==> config.mk <==
export PLATFORM = sky130hd
export DESIGN_NAME = acc_config_regs
export DESIGN_NICKNAME = d
export VERILOG_FILES = /design/src/rtl/acc_pkg.sv /design/src/rtl/acc_config_regs.sv
export SDC_FILE = /design/constraint.sdc
export NUM_CORES = 1
export LEC_CHECK = 0
export ABC_AREA = 0
export ABC_CLOCK_PERIOD_IN_PS = 2200
export CORE_AREA = 8 8 89 91
export DETAILED_ROUTE_END_ITERATION = 7
export DIE_AREA = 0 0 97 99
export DONT_BUFFER_PORTS = 1
export PLACE_DENSITY = 0.56
export SLEW_MARGIN = 20
export SYNTH_ARGS = -nofsm -noshare
export SYNTH_HDL_FRONTEND = slang
export SYNTH_SLANG_ARGS = --single-unit
==> constraint.sdc <==
create_clock -name clock -period 2.2 [get_ports clock]
set_clock_uncertainty 0.2 [all_clocks]
set_input_delay 0.66 -clock clock [delete_from_list [all_inputs] [get_ports clock]]
set_output_delay 0.66 -clock clock [all_outputs]
set_load 0.03 [all_outputs]
==> src/rtl/acc_pkg.sv <==
package acc_pkg;

	localparam logic [7:0] ACC_CLOCK_ROLE_OFFSET = 8'h0D;
	localparam logic [7:0] ACC_ADC_CHANNEL_OFFSET = 8'h0E;
	localparam logic [7:0] ACC_DAC_CHANNEL_OFFSET = 8'h0F;
	localparam logic [7:0] ACC_RATE_ENABLE_OFFSET = 8'h17;
	localparam logic [7:0] ACC_RATE_RATIO_OFFSET = 8'h18;

	localparam logic [7:0] ACC_REG_RESET = 8'h00;

	// Writable bits; the rest read as zero
	localparam logic [7:0] ACC_CLOCK_ROLE_WMASK = 8'hDF;
	localparam logic [7:0] ACC_CHANNEL_WMASK = 8'hF8;
	localparam logic [7:0] ACC_RATE_ENABLE_WMASK = 8'hC0;
	localparam logic [7:0] ACC_RATE_RATIO_WMASK = 8'hFF;

	localparam int ACC_PRIMARY_OVERRIDE_BIT = 7;
	localparam int ACC_SECONDARY_OVERRIDE_BIT = 6;
	localparam int ACC_PRIMARY_INT_FS_BIT = 2;
	localparam int ACC_SECONDARY_INT_FS_BIT = 1;
	localparam int ACC_FORCE_CUSTOM_BIT = 7;
	localparam int ACC_CUSTOM_MASK_LSB = 3;
	localparam int ACC_RATE_ENABLE_BIT = 7;
	localparam int ACC_AUTODETECT_DIS_BIT = 6;
	localparam int ACC_MAIN_MANUAL_BIT = 7;
	localparam int ACC_MAIN_SELECT_BIT = 6;
	localparam int ACC_RATIO_M_LSB = 3;
	localparam int ACC_RATIO_N_LSB = 0;

	localparam logic [2:0] ACC_RATIO_AUTO = 3'h0;
	localparam logic [2:0] ACC_RATIO_RSVD_A = 3'h5;
	localparam logic [2:0] ACC_RATIO_RSVD_B = 3'h7;

	typedef struct packed {
		logic bit_clock_output;
		logic frame_sync_output;
		logic autodetect_available;
		logic internal_frame_sync;
	} acc_port_type;

	typedef struct packed {
		logic auto_infer;
		logic reserved;
		logic [2:0] value;
	} acc_ratio_type;

	typedef struct packed {
		logic rate_converter_enable;
		logic autodetect_active;
		logic main_rate_auto;
		logic main_rate_from_secondary;
		acc_ratio_type ratio_m;
		acc_ratio_type ratio_n;
	} acc_rate_type;

	localparam acc_port_type ACC_PORT_RESET = '0;
	localparam acc_rate_type ACC_RATE_RESET = '0;
	localparam logic [3:0] ACC_MASK_RESET = 4'h0;

endpackage : acc_pkg

==> src/rtl/acc_config_regs.sv <==
`timescale 1ns/1ns
`default_nettype none

// How it works
// - Primary override bit 7 off means roles follow primary role select.
// - Secondary override bit 6 does the same for the secondary port.
// - An overridden port reports clock auto detection as unavailable.
// - Override with role 0: clock in, sync out; role 1: reverse.
// - Bit 2 picks internal or external frame sync for primary controller.
// - Bit 1 picks internal or external frame sync for secondary controller.
// - ADC force bit chooses custom mask over the max channel selection.
// - ADC custom mask bits 6-3 enable channels four down to one.
// - DAC force bit chooses custom mask over the max channel selection.
// - DAC custom mask bits 6-3 enable channels four down to one.
// - Rate converter enable bit 7 turns the converter on or off.
// - Bit 6 set disables rate converter auto detection.
// - Main rate manual bit 7 off means the main rate is inferred.
// - Main rate select 0 takes primary rate, 1 takes secondary rate.
// - Ratio m code 0 is automatic, 1-4 and 6 direct, 5 and 7 reserved.
// - Ratio n code 0 is automatic, 1-4 and 6 direct, 5 and 7 reserved.
module acc_config_regs
	import acc_pkg::*;
(
	input wire logic clock,
	input wire logic reset,
	input wire logic reg_write,
	input wire logic reg_read,
	input wire logic [7:0] reg_address,
	input wire logic [7:0] reg_write_data,
	output logic [7:0] reg_read_data,
	output logic reg_read_valid,
	input wire logic primary_role_select,
	input wire logic secondary_role_select,
	input wire logic [3:0] adc_max_channel_select,
	input wire logic [3:0] dac_max_channel_select,
	output acc_port_type primary_port_cfg,
	output acc_port_type secondary_port_cfg,
	output logic [3:0] adc_channel_enable,
	output logic [3:0] dac_channel_enable,
	output acc_rate_type rate_cfg
);

	logic [7:0] clock_role_reg;
	logic [7:0] adc_channel_reg;
	logic [7:0] dac_channel_reg;
	logic [7:0] rate_enable_reg;
	logic [7:0] rate_ratio_reg;
	logic [7:0] read_data_reg;
	logic [7:0] read_data_next;
	logic read_valid_reg;
	acc_port_type primary_reg;
	acc_port_type secondary_reg;
	logic [3:0] adc_enable_reg;
	logic [3:0] dac_enable_reg;
	acc_rate_type rate_reg;

	function automatic acc_port_type port_decode(
		input logic override_bit,
		input logic role_bit,
		input logic internal_bit
	);
		acc_port_type result;
		if (override_bit)
		begin
			result.bit_clock_output = role_bit;
			result.frame_sync_output = ~role_bit;
			result.autodetect_available = 1'b0;
		end
		else
		begin
			result.bit_clock_output = role_bit;
			result.frame_sync_output = role_bit;
			result.autodetect_available = 1'b1;
		end
		result.internal_frame_sync = result.frame_sync_output & internal_bit;
		return result;
	endfunction : port_decode

	function automatic acc_ratio_type ratio_decode(input logic [2:0] code);
		acc_ratio_type result;
		result.auto_infer = (code == ACC_RATIO_AUTO);
		result.reserved = (code == ACC_RATIO_RSVD_A) ||
			(code == ACC_RATIO_RSVD_B);
		result.value = result.reserved ? ACC_RATIO_AUTO : code;
		return result;
	endfunction : ratio_decode

	function automatic logic [3:0] channel_select(input logic [7:0] cfg,
		input logic [3:0] standard);
		return cfg[ACC_FORCE_CUSTOM_BIT] ?
			cfg[ACC_CUSTOM_MASK_LSB +: 4] : standard;
	endfunction : channel_select

	// Register writes; read-only bits stay zero
	always_ff @(posedge clock)
	begin
		if (reset)
		begin
			clock_role_reg <= ACC_REG_RESET;
			adc_channel_reg <= ACC_REG_RESET;
			dac_channel_reg <= ACC_REG_RESET;
			rate_enable_reg <= ACC_REG_RESET;
			rate_ratio_reg <= ACC_REG_RESET;
		end
		else if (reg_write)
		begin
			unique case (reg_address)
				ACC_CLOCK_ROLE_OFFSET:
					clock_role_reg <= reg_write_data & ACC_CLOCK_ROLE_WMASK;
				ACC_ADC_CHANNEL_OFFSET:
					adc_channel_reg <= reg_write_data & ACC_CHANNEL_WMASK;
				ACC_DAC_CHANNEL_OFFSET:
					dac_channel_reg <= reg_write_data & ACC_CHANNEL_WMASK;
				ACC_RATE_ENABLE_OFFSET:
					rate_enable_reg <= reg_write_data & ACC_RATE_ENABLE_WMASK;
				ACC_RATE_RATIO_OFFSET:
					rate_ratio_reg <= reg_write_data & ACC_RATE_RATIO_WMASK;
				default:
				begin
				end
			endcase
		end
	end

	// Read mux; unmapped addresses read zero
	always_comb
	begin
		unique case (reg_address)
			ACC_CLOCK_ROLE_OFFSET: read_data_next = clock_role_reg;
			ACC_ADC_CHANNEL_OFFSET: read_data_next = adc_channel_reg;
			ACC_DAC_CHANNEL_OFFSET: read_data_next = dac_channel_reg;
			ACC_RATE_ENABLE_OFFSET: read_data_next = rate_enable_reg;
			ACC_RATE_RATIO_OFFSET: read_data_next = rate_ratio_reg;
			default: read_data_next = ACC_REG_RESET;
		endcase
	end

	always_ff @(posedge clock)
	begin
		if (reset)
		begin
			read_data_reg <= ACC_REG_RESET;
			read_valid_reg <= 1'b0;
		end
		else
		begin
			read_valid_reg <= reg_read;
			if (reg_read)
				read_data_reg <= read_data_next;
		end
	end

	// Serial port clock roles
	always_ff @(posedge clock)
	begin
		if (reset)
		begin
			primary_reg <= ACC_PORT_RESET;
			secondary_reg <= ACC_PORT_RESET;
		end
		else
		begin
			primary_reg <= port_decode(
				clock_role_reg[ACC_PRIMARY_OVERRIDE_BIT],
				primary_role_select,
				clock_role_reg[ACC_PRIMARY_INT_FS_BIT]);
			secondary_reg <= port_decode(
				clock_role_reg[ACC_SECONDARY_OVERRIDE_BIT],
				secondary_role_select,
				clock_role_reg[ACC_SECONDARY_INT_FS_BIT]);
		end
	end

	// Dynamic mode channel limits
	always_ff @(posedge clock)
	begin
		if (reset)
		begin
			adc_enable_reg <= ACC_MASK_RESET;
			dac_enable_reg <= ACC_MASK_RESET;
		end
		else
		begin
			adc_enable_reg <= channel_select(adc_channel_reg,
				adc_max_channel_select);
			dac_enable_reg <= channel_select(dac_channel_reg,
				dac_max_channel_select);
		end
	end

	// Rate converter settings
	always_ff @(posedge clock)
	begin
		if (reset)
			rate_reg <= ACC_RATE_RESET;
		else
		begin
			rate_reg.rate_converter_enable <=
				rate_enable_reg[ACC_RATE_ENABLE_BIT];
			rate_reg.autodetect_active <=
				~rate_enable_reg[ACC_AUTODETECT_DIS_BIT];
			rate_reg.main_rate_auto <=
				~rate_ratio_reg[ACC_MAIN_MANUAL_BIT];
			rate_reg.main_rate_from_secondary <=
				rate_ratio_reg[ACC_MAIN_MANUAL_BIT] &
				rate_ratio_reg[ACC_MAIN_SELECT_BIT];
			rate_reg.ratio_m <=
				ratio_decode(rate_ratio_reg[ACC_RATIO_M_LSB +: 3]);
			rate_reg.ratio_n <=
				ratio_decode(rate_ratio_reg[ACC_RATIO_N_LSB +: 3]);
		end
	end

	assign reg_read_data = read_data_reg;
	assign reg_read_valid = read_valid_reg;
	assign primary_port_cfg = primary_reg;
	assign secondary_port_cfg = secondary_reg;
	assign adc_channel_enable = adc_enable_reg;
	assign dac_channel_enable = dac_enable_reg;
	assign rate_cfg = rate_reg;

	// Checks
	logic past_valid_reg;

	always_ff @(posedge clock)
	begin
		if (reset)
			past_valid_reg <= 1'b0;
		else
			past_valid_reg <= 1'b1;
	end
endmodule : acc_config_regs

`default_nettype wire

* Word-level counts from Yosys, hierarchy flattened
Index checks and enable logic that the tools add are counted.
** Cells by class
- Add/sub/neg operators :: 0
- Multipliers :: 0
- Div/mod/pow operators :: 0
- $lt $le $gt $ge :: 0
- Equal/unequal tests :: 9
- Shifts and indexed selects :: 0
- Muxes and demuxes :: 7
- Bitwise operators :: 7
- Reductions and logical operators :: 11
** Operator list (count)
- case mux 8 bit (5 select lines) :: 1
- == test 8 x 4 -> 1 bit (second input constant) :: 3
- == test 8 x 5 -> 1 bit (second input constant) :: 2
- == test 3 bit (second input constant) :: 4
- AND reduction 2 bit :: 5
- two-way mux 4 bit :: 2
- logical NOT 3 bit :: 2
- two-way mux 3 bit :: 2
- two-way mux 2 bit :: 2
- NOT 1 bit :: 4
- OR reduction 2 bit :: 2
- AND 1 bit :: 3
- logical OR 1 bit :: 2
** Word-level totals
- Register bits :: 66
- Bits in latches :: 0
- Bits in writable memories :: 0
- ROM bits :: 0
- Bits of input ports :: 30
- Output and inout bits :: 39
- Memories kept :: 0

* Longest topological paths before layout
Gate-level depths: netlist of the first run.
- Depth after elaboration :: 4
- Depth in mapped cells :: 6
- Gate-level depth less buffers :: 4

* Worst setup path after synthesis of the first run
Ideal clock, no wire load.
- Path type :: input-to-reg
- Start point :: input port reg_address[5]
- End point :: register dac_channel_reg[3]
- Setup time :: 0.128 ns
- Arrival :: 1.999 ns
- Required time :: 1.872 ns
- Setup slack :: -0.127 ns
- Stages on the path :: 6
- Path buffers :: 2
- Cells stage by stage :: or4b_1 buf_6 or3_4 buf_6 mux2i_1 nor2_1
** Between the ends
- Word-level cells in the longest chain between the ends :: 2
** Ends and longest elaborated chain
- start, declared :: line acc_config_regs.sv:28 : input wire logic [7:0] reg_address,
- == test 8 x 4 -> 1 bit :: line acc_config_regs.sv:107 : unique case (reg_address)
- AND reduction 2 bit (no line)
- end signal, assigned :: line acc_config_regs.sv:113 : dac_channel_reg <= reg_write_data & ACC_CHANNEL_WMASK;
- end, declared :: line acc_config_regs.sv:45 : logic [7:0] dac_channel_reg;
No other way between the ends.
A chain may end at the register's enable or synchronous reset.

* Final worst setup path of the first run
- Start point :: input port reg_address[5]
- End point :: register read_data_reg[4] (netlist: reg_read_data[4])
** Between the ends
- Word-level cells in the longest chain between the ends :: 2
** Ends and longest elaborated chain
- == test 8 x 5 -> 1 bit / == test 8 x 4 -> 1 bit (equally long branches) :: line acc_config_regs.sv:128 : unique case (reg_address)
- case mux 8 bit (5 select lines) (*) :: line acc_config_regs.sv:128
- end signal, assigned :: line acc_config_regs.sv:149 : read_data_reg <= read_data_next;
- end, declared :: line acc_config_regs.sv:48 : logic [7:0] read_data_reg;
Every way passes the cells marked *; elsewhere a longest branch is shown, timed or not.

==> results of run 1 <==
## synth_stat cells (all sizes together)
library cell and n:
dfxtp 66, nor2 39, mux2i 28, nand2 14, a21oi 12, clkbuf 12
nor3 12, nand3 11, inv 9, a22o 6, buf 5, nor2b 5
nor4 5, a211oi 4, and3 4, mux2 4, nor4b 4, o22ai 4
a22oi 3, or4b 3, nand2b 2, xnor2 2, a222oi 1, and4 1
and4b 1, nand3b 1, nand4 1, o211a 1, o21ai 1, o31ai 1
or3 1
## routing by layer
metal	wire length, um	vias to the layer above	global-route usage [%]
met4	146	0	7.10
met3	771	14	7.56
met2	2770	73	20.0
li1	-	935	-
met5	0	-	0
met1	2630	849	15.4
## layout make-up
cell class | count | area [um^2] | share of cell area [%]
repair buffers | 13 | 110 | 3.80
clock inverters | 5 | 53.8 | 1.86
flip-flops and latches | 66 | 1320 | 45.6
clock buffers | 11 | 141 | 4.88
well taps | 80 | 100 | 3.46
multi-input cells | 171 | 1140 | 39.2
inverters | 9 | 33.8 | 1.17
## cells by family after synthesis
group	Yosys count	synth area share [%]
simple gates	104	21.9
flops	66	51.4
compound gates	33	8.66
xor+xnor	2	0.681
buf+inv	26	4.77
mux	32	12.6
## power by group through the flow
stage	clock network, mW	logic (mW)	registers (mW)
after detailed placement	0	0.0548	1.29
after CTS	1.03	0.0550	1.27
after global placement	0	0.0543	1.29
after floorplan	0	0.0651	1.29
after global routing	1.08	0.0607	1.27
final	1.00	0.0541	1.27
## worst max-delay path, stage by stage
cell and delay, ns:
or4b_4 0.56, buf_12 0.16, nor2_4 0.18, a222oi_1 0.12, a211oi_1 0.25
## how the worst max path moves through the flow
stage                                       to  slack, ns  cells past startpoint
2_1_floorplan  dac_channel_reg[3]$_SDFFE_PP0P_      -0.07                      6
3_3_place_gp     reg_read_data[4]$_SDFFE_PP0P_     -0.007                      5
3_5_place_dp   adc_channel_reg[3]$_SDFFE_PP0P_      -0.03                      4
4_1_cts          reg_read_data[4]$_SDFFE_PP0P_       0.33                      5
5_1_grt          reg_read_data[4]$_SDFFE_PP0P_       0.22                      5
6_report         reg_read_data[4]$_SDFFE_PP0P_       0.31                      5
## stage by stage
stage | total power, mW | area, um^2 | setup WS [ns] | std cells | hold slack, ns
after floorplan | 1.36 | 2590 | -0.0745 | 263 | 0.212
after CTS | 2.35 | 2900 | 0.330 | 355 | 0.157
after global placement | 1.35 | 2700 | -0.00664 | 339 | 0.247
final | 2.32 | 2900 | 0.313 | 355 | 0.178
after global routing | 2.41 | 2900 | 0.218 | 355 | 0.159
after detailed placement | 1.35 | 2700 | -0.0341 | 339 | 0.251
==> flow_summary.yaml, run 1 <==
place:
  place.detailed.hpwl_um: 4630
  io_buffers: 0
  place_congestion: 0.802
pwr:
  p_int_mw: 1.79
  power_leakage_nw: 1.13
  p_switching_uw: 527
  p_comb_share_pct: 2.3
  switching_share_pct: 22.7
  ir_worst_vdd_uv: 392
  powerDensity_nw_per_um2: 801
  pwr-share-seq_pct: 54.5
  clkPwrFrac_pct: 43.1
sta:
  fin_tns_setup_ns: 0
  drv_slew: 0
  relSlewSlack_pct: 70.6
  rsz0062_at_grt: "no"
  hold_viol: 0
  worstMarginPinSlew_ns: 0.441
  fmax_mhz: 530
  min_period_over_period_pct: 85.8
  final-setup-viol-count: 0
  period_needed_ns: 1.89
run_status:
  status: "finished, final reports clean"
floorplan:
  coreArea_um2: 6570
  initial_core_util_pct: 39.2
  ios: 69
  fp.dieH_um: 99
  die_area_um2: 9600
  rows: 30
  die_w_um: 97
clocking:
  clockBufferDepth: 2
  cts_resized: 0
  clk_pin_slew_ns: 0.07
  clkLatencyLatePin_ns: 0.34
  clock-sinks: 66
  cts_tree: "built"
  cts_inserted_buffers: 9
  cts-hold-fix-buffers: 0
  clockRootBuffer: "clkbuf_8"
  htree_levels: 3
  cts_setup_buffers: 0
grt:
  antenna_found_initial: 0
  track_usage_pct: 13.6
  grt_max_degree: 64
  grt_pass1_wl_um: 10200
  grt-ovfl-total: 0
  grt_pass1_vias: 1821
finish:
  fill_cells: 638
  final_common_cell: "dfxtp_1"
  layout-drive-gt1-share_pct: 14.5
  final_cell_mix: "dfxtp_1 (66), nor2_1 (38), mux2i_1 (28), nand2_1 (14)"
  antennaDiodeCount: 0
  nNetsFinal: 300
  largest_reg_flops: 14
  area_growth_syn_to_layout_pct: 12.6
  final_util_pct: 44.1
min_path:
  min_path_cells: 1
  hold_start: "reset"
  hold_end: "secondary_port_cfg[2]$_SDFF_PP0_"
  hp-class: "in -> reg"
critical_path:
  regToRegSetupSlack_ns: 0.71
  ff2ff_path_depth: 4
  r2r-start: "adc_channel_reg[7]$_SDFFE_PP0P_"
  worstSetupStartpointType: "input pin"
  arrival_ns: 1.93
  worst-path-max-fanout: 7
  required_ns: 2.25
  critical_path_class: "in -> reg"
  r2r_end: "reg_read_data[7]$_SDFFE_PP0P_"
  end_kind: "flip-flop"
  cp-startpoint: "reg_address[5]"
synth:
  ys_warn_count: 0
  synth_top_area_cell: "dfxtp_1"
  ys_seq_area_share_pct: 51.4
  synth.area.top_cells: "dfxtp_1 (51%), mux2i_1 (11%), nor2_1 (5.5%), a21oi_1 (2.3%), nand3_1 (2.1%)"
  syn_inst: 263
  ys_seq_elements: 66
  mappedNetlistNets: 293
  synth_top_cell_area_share_pct: 51.4
  avgSynthCellArea_um2: 9.78
  synth_cell_type_count: 37
  netlist_area_um2: 2570
drt:
  antenna_left: 0
  drc: 0
  first_iter_violations: 135
  vias: 1871
  post_drt_wl_per_cell_um: 17.8
  vias_per_cell: 5.27
  firstDrtPassIters: 4
  wl_um: 6310
run:
  cap_viol_max_count: 0
(Power assumes the default switching activity.)
==> run 2, diff against run 1 <==
--- a/config.mk
+++ b/config.mk
@@ -7,9 +7,9 @@
 export LEC_CHECK = 0
 export ABC_AREA = 0
 export ABC_CLOCK_PERIOD_IN_PS = 2200
-export CORE_AREA = 8 8 89 91
+export CORE_AREA = 8 8 80 100
 export DETAILED_ROUTE_END_ITERATION = 7
-export DIE_AREA = 0 0 97 99
+export DIE_AREA = 0 0 88 108
 export DONT_BUFFER_PORTS = 1
 export PLACE_DENSITY = 0.56
 export SLEW_MARGIN = 20
==> flow_summary.yaml, run 2 (same netlist as run 1, synthesis figures left out) <==
run_status:
  status: "finished, final reports clean"
finish:
  largest_reg_flops: 14
  layout-drive-gt1-share_pct: 14.0
  final_cell_mix: "dfxtp_1 (66), nor2_1 (38), mux2i_1 (28), nand2_1 (14), a21oi_1 (12)"
  final_cells: 359
  final_common_cell: "dfxtp_1"
  nNetsFinal: 297
  final_util_pct: 46.5
  fin_area_um2: 2980
  antennaDiodeCount: 0
  area_growth_syn_to_layout_pct: 15.7
drt:
  firstDrtPassIters: 4
  post_drt_wl_per_cell_um: 18.4
  first_iter_violations: 122
  vias_per_cell: 5.29
  drc: 0
  vias: 1900
  antenna_left: 0
  wl_um: 6590
sta:
  rsz0062_at_grt: "no"
  final-setup-viol-count: 0
  relSlewSlack_pct: 67.0
  worstMarginPinSlew_ns: 0.494
  min_period_over_period_pct: 90.0
  fin_tns_setup_ns: 0
  fmax_mhz: 505
  drv_slew: 0
  period_needed_ns: 1.98
  hold_viol: 0
  worst_slack_ns: 0.220
place:
  dp_slack_ns: -0.0991
  place.detailed.hpwl_um: 4760
  dpl.cell_count: 343
  placed_area_um2: 2690
  place_congestion: 0.789
  io_buffers: 0
critical_path:
  r2r-start: "dac_channel_reg[5]$_SDFFE_PP0P_"
  end_kind: "flip-flop"
  slowest_stage: "or4b_4"
  path_cells: "or4b_4 -> nor4b_1 -> buf_4 -> o22ai_1 -> a21oi_1"
  worstSetupStartpointType: "input pin"
  r2r_end: "reg_read_data[5]$_SDFFE_PP0P_"
  ff2ff_path_depth: 5
  cp-startpoint: "reg_address[5]"
  required_ns: 2.28
  arrival_ns: 2.06
  slowest_delay_ns: 0.60
  regToRegSetupSlack_ns: 0.65
  critical_path_class: "in -> reg"
  worst-path-max-fanout: 7
pwr:
  ir_worst_vdd_uv: 388
  power_leakage_nw: 1.15
  powerDensity_nw_per_um2: 934
clocking:
  clockRootBuffer: "clkbuf_8"
  clk_pin_slew_ns: 0.07
  clock-sinks: 66
  clkLatencyLatePin_ns: 0.35
  htree_levels: 3
  cts_resized: 0
  cts_setup_buffers: 0
  cts_inserted_buffers: 9
  cts_tree: "built"
  cts-hold-fix-buffers: 0
  clockBufferDepth: 2
run:
  cap_viol_max_count: 0
min_path:
  hp-class: "in -> reg"
  min_path_cells: 1
  hold_end: "secondary_port_cfg[1]$_SDFF_PP0_"
  hold_start: "reset"
floorplan:
  coreArea_um2: 6400
  die_area_um2: 9500
  rows: 33
  ios: 69
  die_w_um: 88
  initial_core_util_pct: 40.2
  fp.dieH_um: 108
grt:
  grt_pass1_wl_um: 10100
  grt-ovfl-total: 0
  grt_pass1_vias: 1903
  antenna_found_initial: 0
  track_usage_pct: 14.5
  grt_max_degree: 64
==> run 2: layer usage <==
metal	wire, um	global-route usage [%]	share of wire, %	up-vias
met4	87	7.27	1.3	0
met5	0	0	0	-
met3	544	7.13	8.3	8
li1	-	-	-	934
met1	2670	15.1	41	903
met2	3280	23.7	50	55
==> run 2: power breakdown <==
group / internal (mW) / switching (mW) / leakage [nW]
sequential: 1.22 / 0.0501 / 0.538
clock: 0.984 / 0.476 / 0.144
combinational: 0.0256 / 0.0272 / 0.473
==> run 2: metrics by stage <==
stage               hold slack (ns)  total power [mW]
finish                        0.176              2.78
global route                  0.151              2.87
CTS                           0.158              2.81
detailed placement            0.236              1.35
global placement              0.235              1.35
floorplan                     0.212              1.36
==> run 2: critical path: cells and delay by family <==
kind | cells | cell delay (ns)
AO/OA/AOI/OAI | 2 | 0.21
buffers and inverters | 1 | 0.18
AND/OR/NAND/NOR | 2 | 1.00
==> run 2: layout make-up <==
cell class | count | area [um^2]
flip-flops and latches | 66 | 1320
repair buffers | 10 | 87.6
multi-input cells | 171 | 1140
inverters | 9 | 33.8
fillers | 634 | 3420
well taps | 87 | 109
clock inverters | 7 | 164
clock buffers | 9 | 124
==> run 2: worst max-delay path by stage <==
stage / to / slack (ns) / cells past startpoint
final: reg_read_data[5]$_SDFFE_PP0P_ / 0.22 / 5
after global routing: reg_read_data[5]$_SDFFE_PP0P_ / 0.20 / 5
after CTS: reg_read_data[5]$_SDFFE_PP0P_ / 0.26 / 5
after detailed placement: reg_read_data[5]$_SDFFE_PP0P_ / -0.1 / 5
after global placement: reg_read_data[5]$_SDFFE_PP0P_ / -0.13 / 5
after floorplan: dac_channel_reg[3]$_SDFFE_PP0P_ / -0.07 / 6
==> run 3, diff against run 2 <==
--- a/config.mk
+++ b/config.mk
@@ -5,11 +5,12 @@
 export SDC_FILE = /design/constraint.sdc
 export NUM_CORES = 1
 export LEC_CHECK = 0
-export ABC_AREA = 0
+export ABC_AREA = 1
 export ABC_CLOCK_PERIOD_IN_PS = 2200
-export CORE_AREA = 8 8 80 100
+export CORE_AREA = 8 8 79 98
+export CTS_BUF_LIST = sky130_fd_sc_hd__clkbuf_16
 export DETAILED_ROUTE_END_ITERATION = 7
-export DIE_AREA = 0 0 88 108
+export DIE_AREA = 0 0 87 106
 export DONT_BUFFER_PORTS = 1
 export PLACE_DENSITY = 0.56
 export SLEW_MARGIN = 20
==> flow_summary.yaml, run 3 <==
run_status:
  status: "finished, final reports clean"
sta:
  hold_viol: 0
  drv_slew: 0
  worstMarginPinSlew_ns: 0.389
  rsz0062_at_grt: "no"
  min_period_over_period_pct: 78.9
  holdWs_ns: 0.199
  final-setup-viol-count: 0
  relSlewSlack_pct: 74.0
  fmax_mhz: 576
  period_needed_ns: 1.73
  fin_tns_setup_ns: 0
place:
  place.detailed.hpwl_um: 4330
  place_congestion: 0.876
  io_buffers: 0
drt:
  post_drt_wl_per_cell_um: 15.1
  vias: 1918
  antenna_left: 0
  firstDrtPassIters: 4
  first_iter_violations: 63
  wl_um: 5920
  vias_per_cell: 4.91
  drc: 0
clocking:
  clockRootBuffer: "clkbuf_16"
  clock-sinks: 66
  cts_tree: "built"
  htree_levels: 3
  clockBufferDepth: 2
  cts-hold-fix-buffers: 0
  clk_pin_slew_ns: 0.06
  cts_inserted_buffers: 9
  cts_setup_buffers: 0
  cts_resized: 0
  clkLatencyLatePin_ns: 0.33
synth:
  synth_edf_count: 0
  synth_ff_type: "dfxtp_1"
  synthArstFlopShare_pct: 0
  avgSynthCellArea_um2: 8.11
  syn_inst: 301
  synthTopCellsByCount: "dfxtp_1 (66), a21oi_1 (42), o21ai_0 (38)"
  ys_seq_area_share_pct: 54.1
  synth_cell_type_count: 25
  synth_top_cell_area_share_pct: 54.1
  netlist_area_um2: 2440
  synthMostInstantiatedCell: "dfxtp_1"
  ys_warn_count: 0
  mappedNetlistNets: 331
  synth.area.top_cells: "dfxtp_1 (54%), a21oi_1 (8.6%), o21ai_0 (7.8%), nand2_1 (5.7%), inv_1 (5.5%)"
  synth_top_area_cell: "dfxtp_1"
  ys_seq_elements: 66
floorplan:
  die_area_um2: 9220
  fp.dieH_um: 106
  ios: 69
  coreArea_um2: 6320
  initial_core_util_pct: 38.6
  die_w_um: 87
  rows: 33
finish:
  area_growth_syn_to_layout_pct: 13.1
  final_cell_mix: "dfxtp_1 (66), a21oi_1 (42), inv_1 (38), o21ai_0 (38), nand2_1 (37)"
  multi_input_area_um2: 900
  fill_cells: 645
  antennaDiodeCount: 0
  nNetsFinal: 330
  layout-drive-gt1-share_pct: 9.54
  largest_reg_flops: 14
  regArea_um2: 1320
  final_common_cell: "dfxtp_1"
critical_path:
  end_kind: "flip-flop"
  arrival_ns: 1.74
  r2r-start: "adc_channel_reg[7]$_SDFFE_PP0P_"
  regToRegSetupSlack_ns: 1.01
  r2r_end: "reg_read_data[7]$_SDFFE_PP0P_"
  required_ns: 2.20
  ff2ff_path_depth: 4
  worstSetupStartpointType: "input pin"
  worst-path-max-fanout: 12
  critical_path_class: "in -> reg"
pwr:
  switching_share_pct: 21.3
  p_total_mw: 2.66
  p_int_mw: 2.09
  clkPwrFrac_pct: 49.8
  pwr-share-seq_pct: 47.8
  power_leakage_nw: 1.05
  p_switching_uw: 566
  ir_worst_vdd_uv: 633
  powerDensity_nw_per_um2: 964
  p_comb_share_pct: 2.4
min_path:
  hp-class: "in -> reg"
  hold_end: "clock_role_reg[4]$_SDFFE_PP0P_"
  min_path_cells: 1
  hold_start: "reset"
grt:
  antenna_found_initial: 0
  track_usage_pct: 13.6
  grt_pass1_wl_um: 9370
  grt_pass1_vias: 1924
  grt-ovfl-total: 0
  grt_max_degree: 37
run:
  cap_viol_max_count: 0
## run 3: cell count changes after synthesis, sizes merged, moves of 7 or more
cell and change:
o21ai +42, a21oi +30, inv +28, mux2i -28, nand2 +28, nor2 -15, nand3 +9, clkbuf -7
## run 3: metal layers
metal | vias up | track usage, % | wire [um]
met5 | - | 0 | 0
met4 | 0 | 7.78 | 140
met3 | 11 | 7.18 | 569
met2 | 64 | 22.5 | 2860
met1 | 865 | 13.3 | 2350
li1 | 978 | - | -
## run 3: metrics by stage
step / util [%] / setup WS, ns / area (um^2) / cells
floorplan: - / 0.392 / 2440 / 301
global placement: 39.3 / 0.198 / 2480 / 376
detailed placement: 39.3 / 0.134 / 2480 / 376
CTS: 43.7 / 0.465 / 2760 / 391
global route: 43.7 / 0.294 / 2760 / 391
finish: 43.7 / 0.465 / 2760 / 391
## run 3: logic make-up (layout without fill, tap and decap cells)
| kind of cell | after synthesis | in the layout | synth area share, % |
|---|---|---|---|
| buffers and inverters | 51 | 54 | 9.02 |
| AND/OR/NAND/NOR | 97 | 97 | 18.4 |
| AO/OA/AOI/OAI | 85 | 85 | 17.7 |
| XOR/XNOR | 2 | 2 | 0.718 |
| flip-flops | 66 | 66 | 54.1 |
## run 3: worst max path at each step
stage	from	end	slack (ns)
floorplan	reg_address[5]	rate_ratio_reg[5]$_SDFFE_PP0P_	0.39
global placement	reg_address[6]	clock_role_reg[7]$_SDFFE_PP0P_	0.20
detailed placement	reg_address[6]	clock_role_reg[0]$_SDFFE_PP0P_	0.13
CTS	reg_address[6]	clock_role_reg[0]$_SDFFE_PP0P_	0.47
global route	reg_address[6]	clock_role_reg[0]$_SDFFE_PP0P_	0.29
finish	reg_address[6]	clock_role_reg[0]$_SDFFE_PP0P_	0.47
## run 3: critical path, cell delays in order
cell	delay (ns)
inv_1	0.05
nand2_2	0.08
nor2_2	0.23
nand2_2	0.13
inv_2	0.08
nand2_1	0.21
o21ai_0	0.23
a21oi_1	0.07
## run 3: layout make-up
class / instances / area share [%]
clock buffers: 9 / 8.16
repair buffers: 2 / 0.544
flip-flops and latches: 66 / 47.9
clock inverters: 6 / 1.86
well taps: 87 / 3.94
inverters: 37 / 5.03
multi-input cells: 184 / 32.6
## run 3: power groups by stage
stage          sequential (mW)  combinational [mW]  clock [mW]
6_report                  1.27              0.0627        1.33
3_5_place_dp              1.30              0.0633           0
4_1_cts                   1.27              0.0636        1.36
2_1_floorplan             1.29              0.0653           0
5_1_grt                   1.27              0.0726        1.42
3_3_place_gp              1.30              0.0623           0
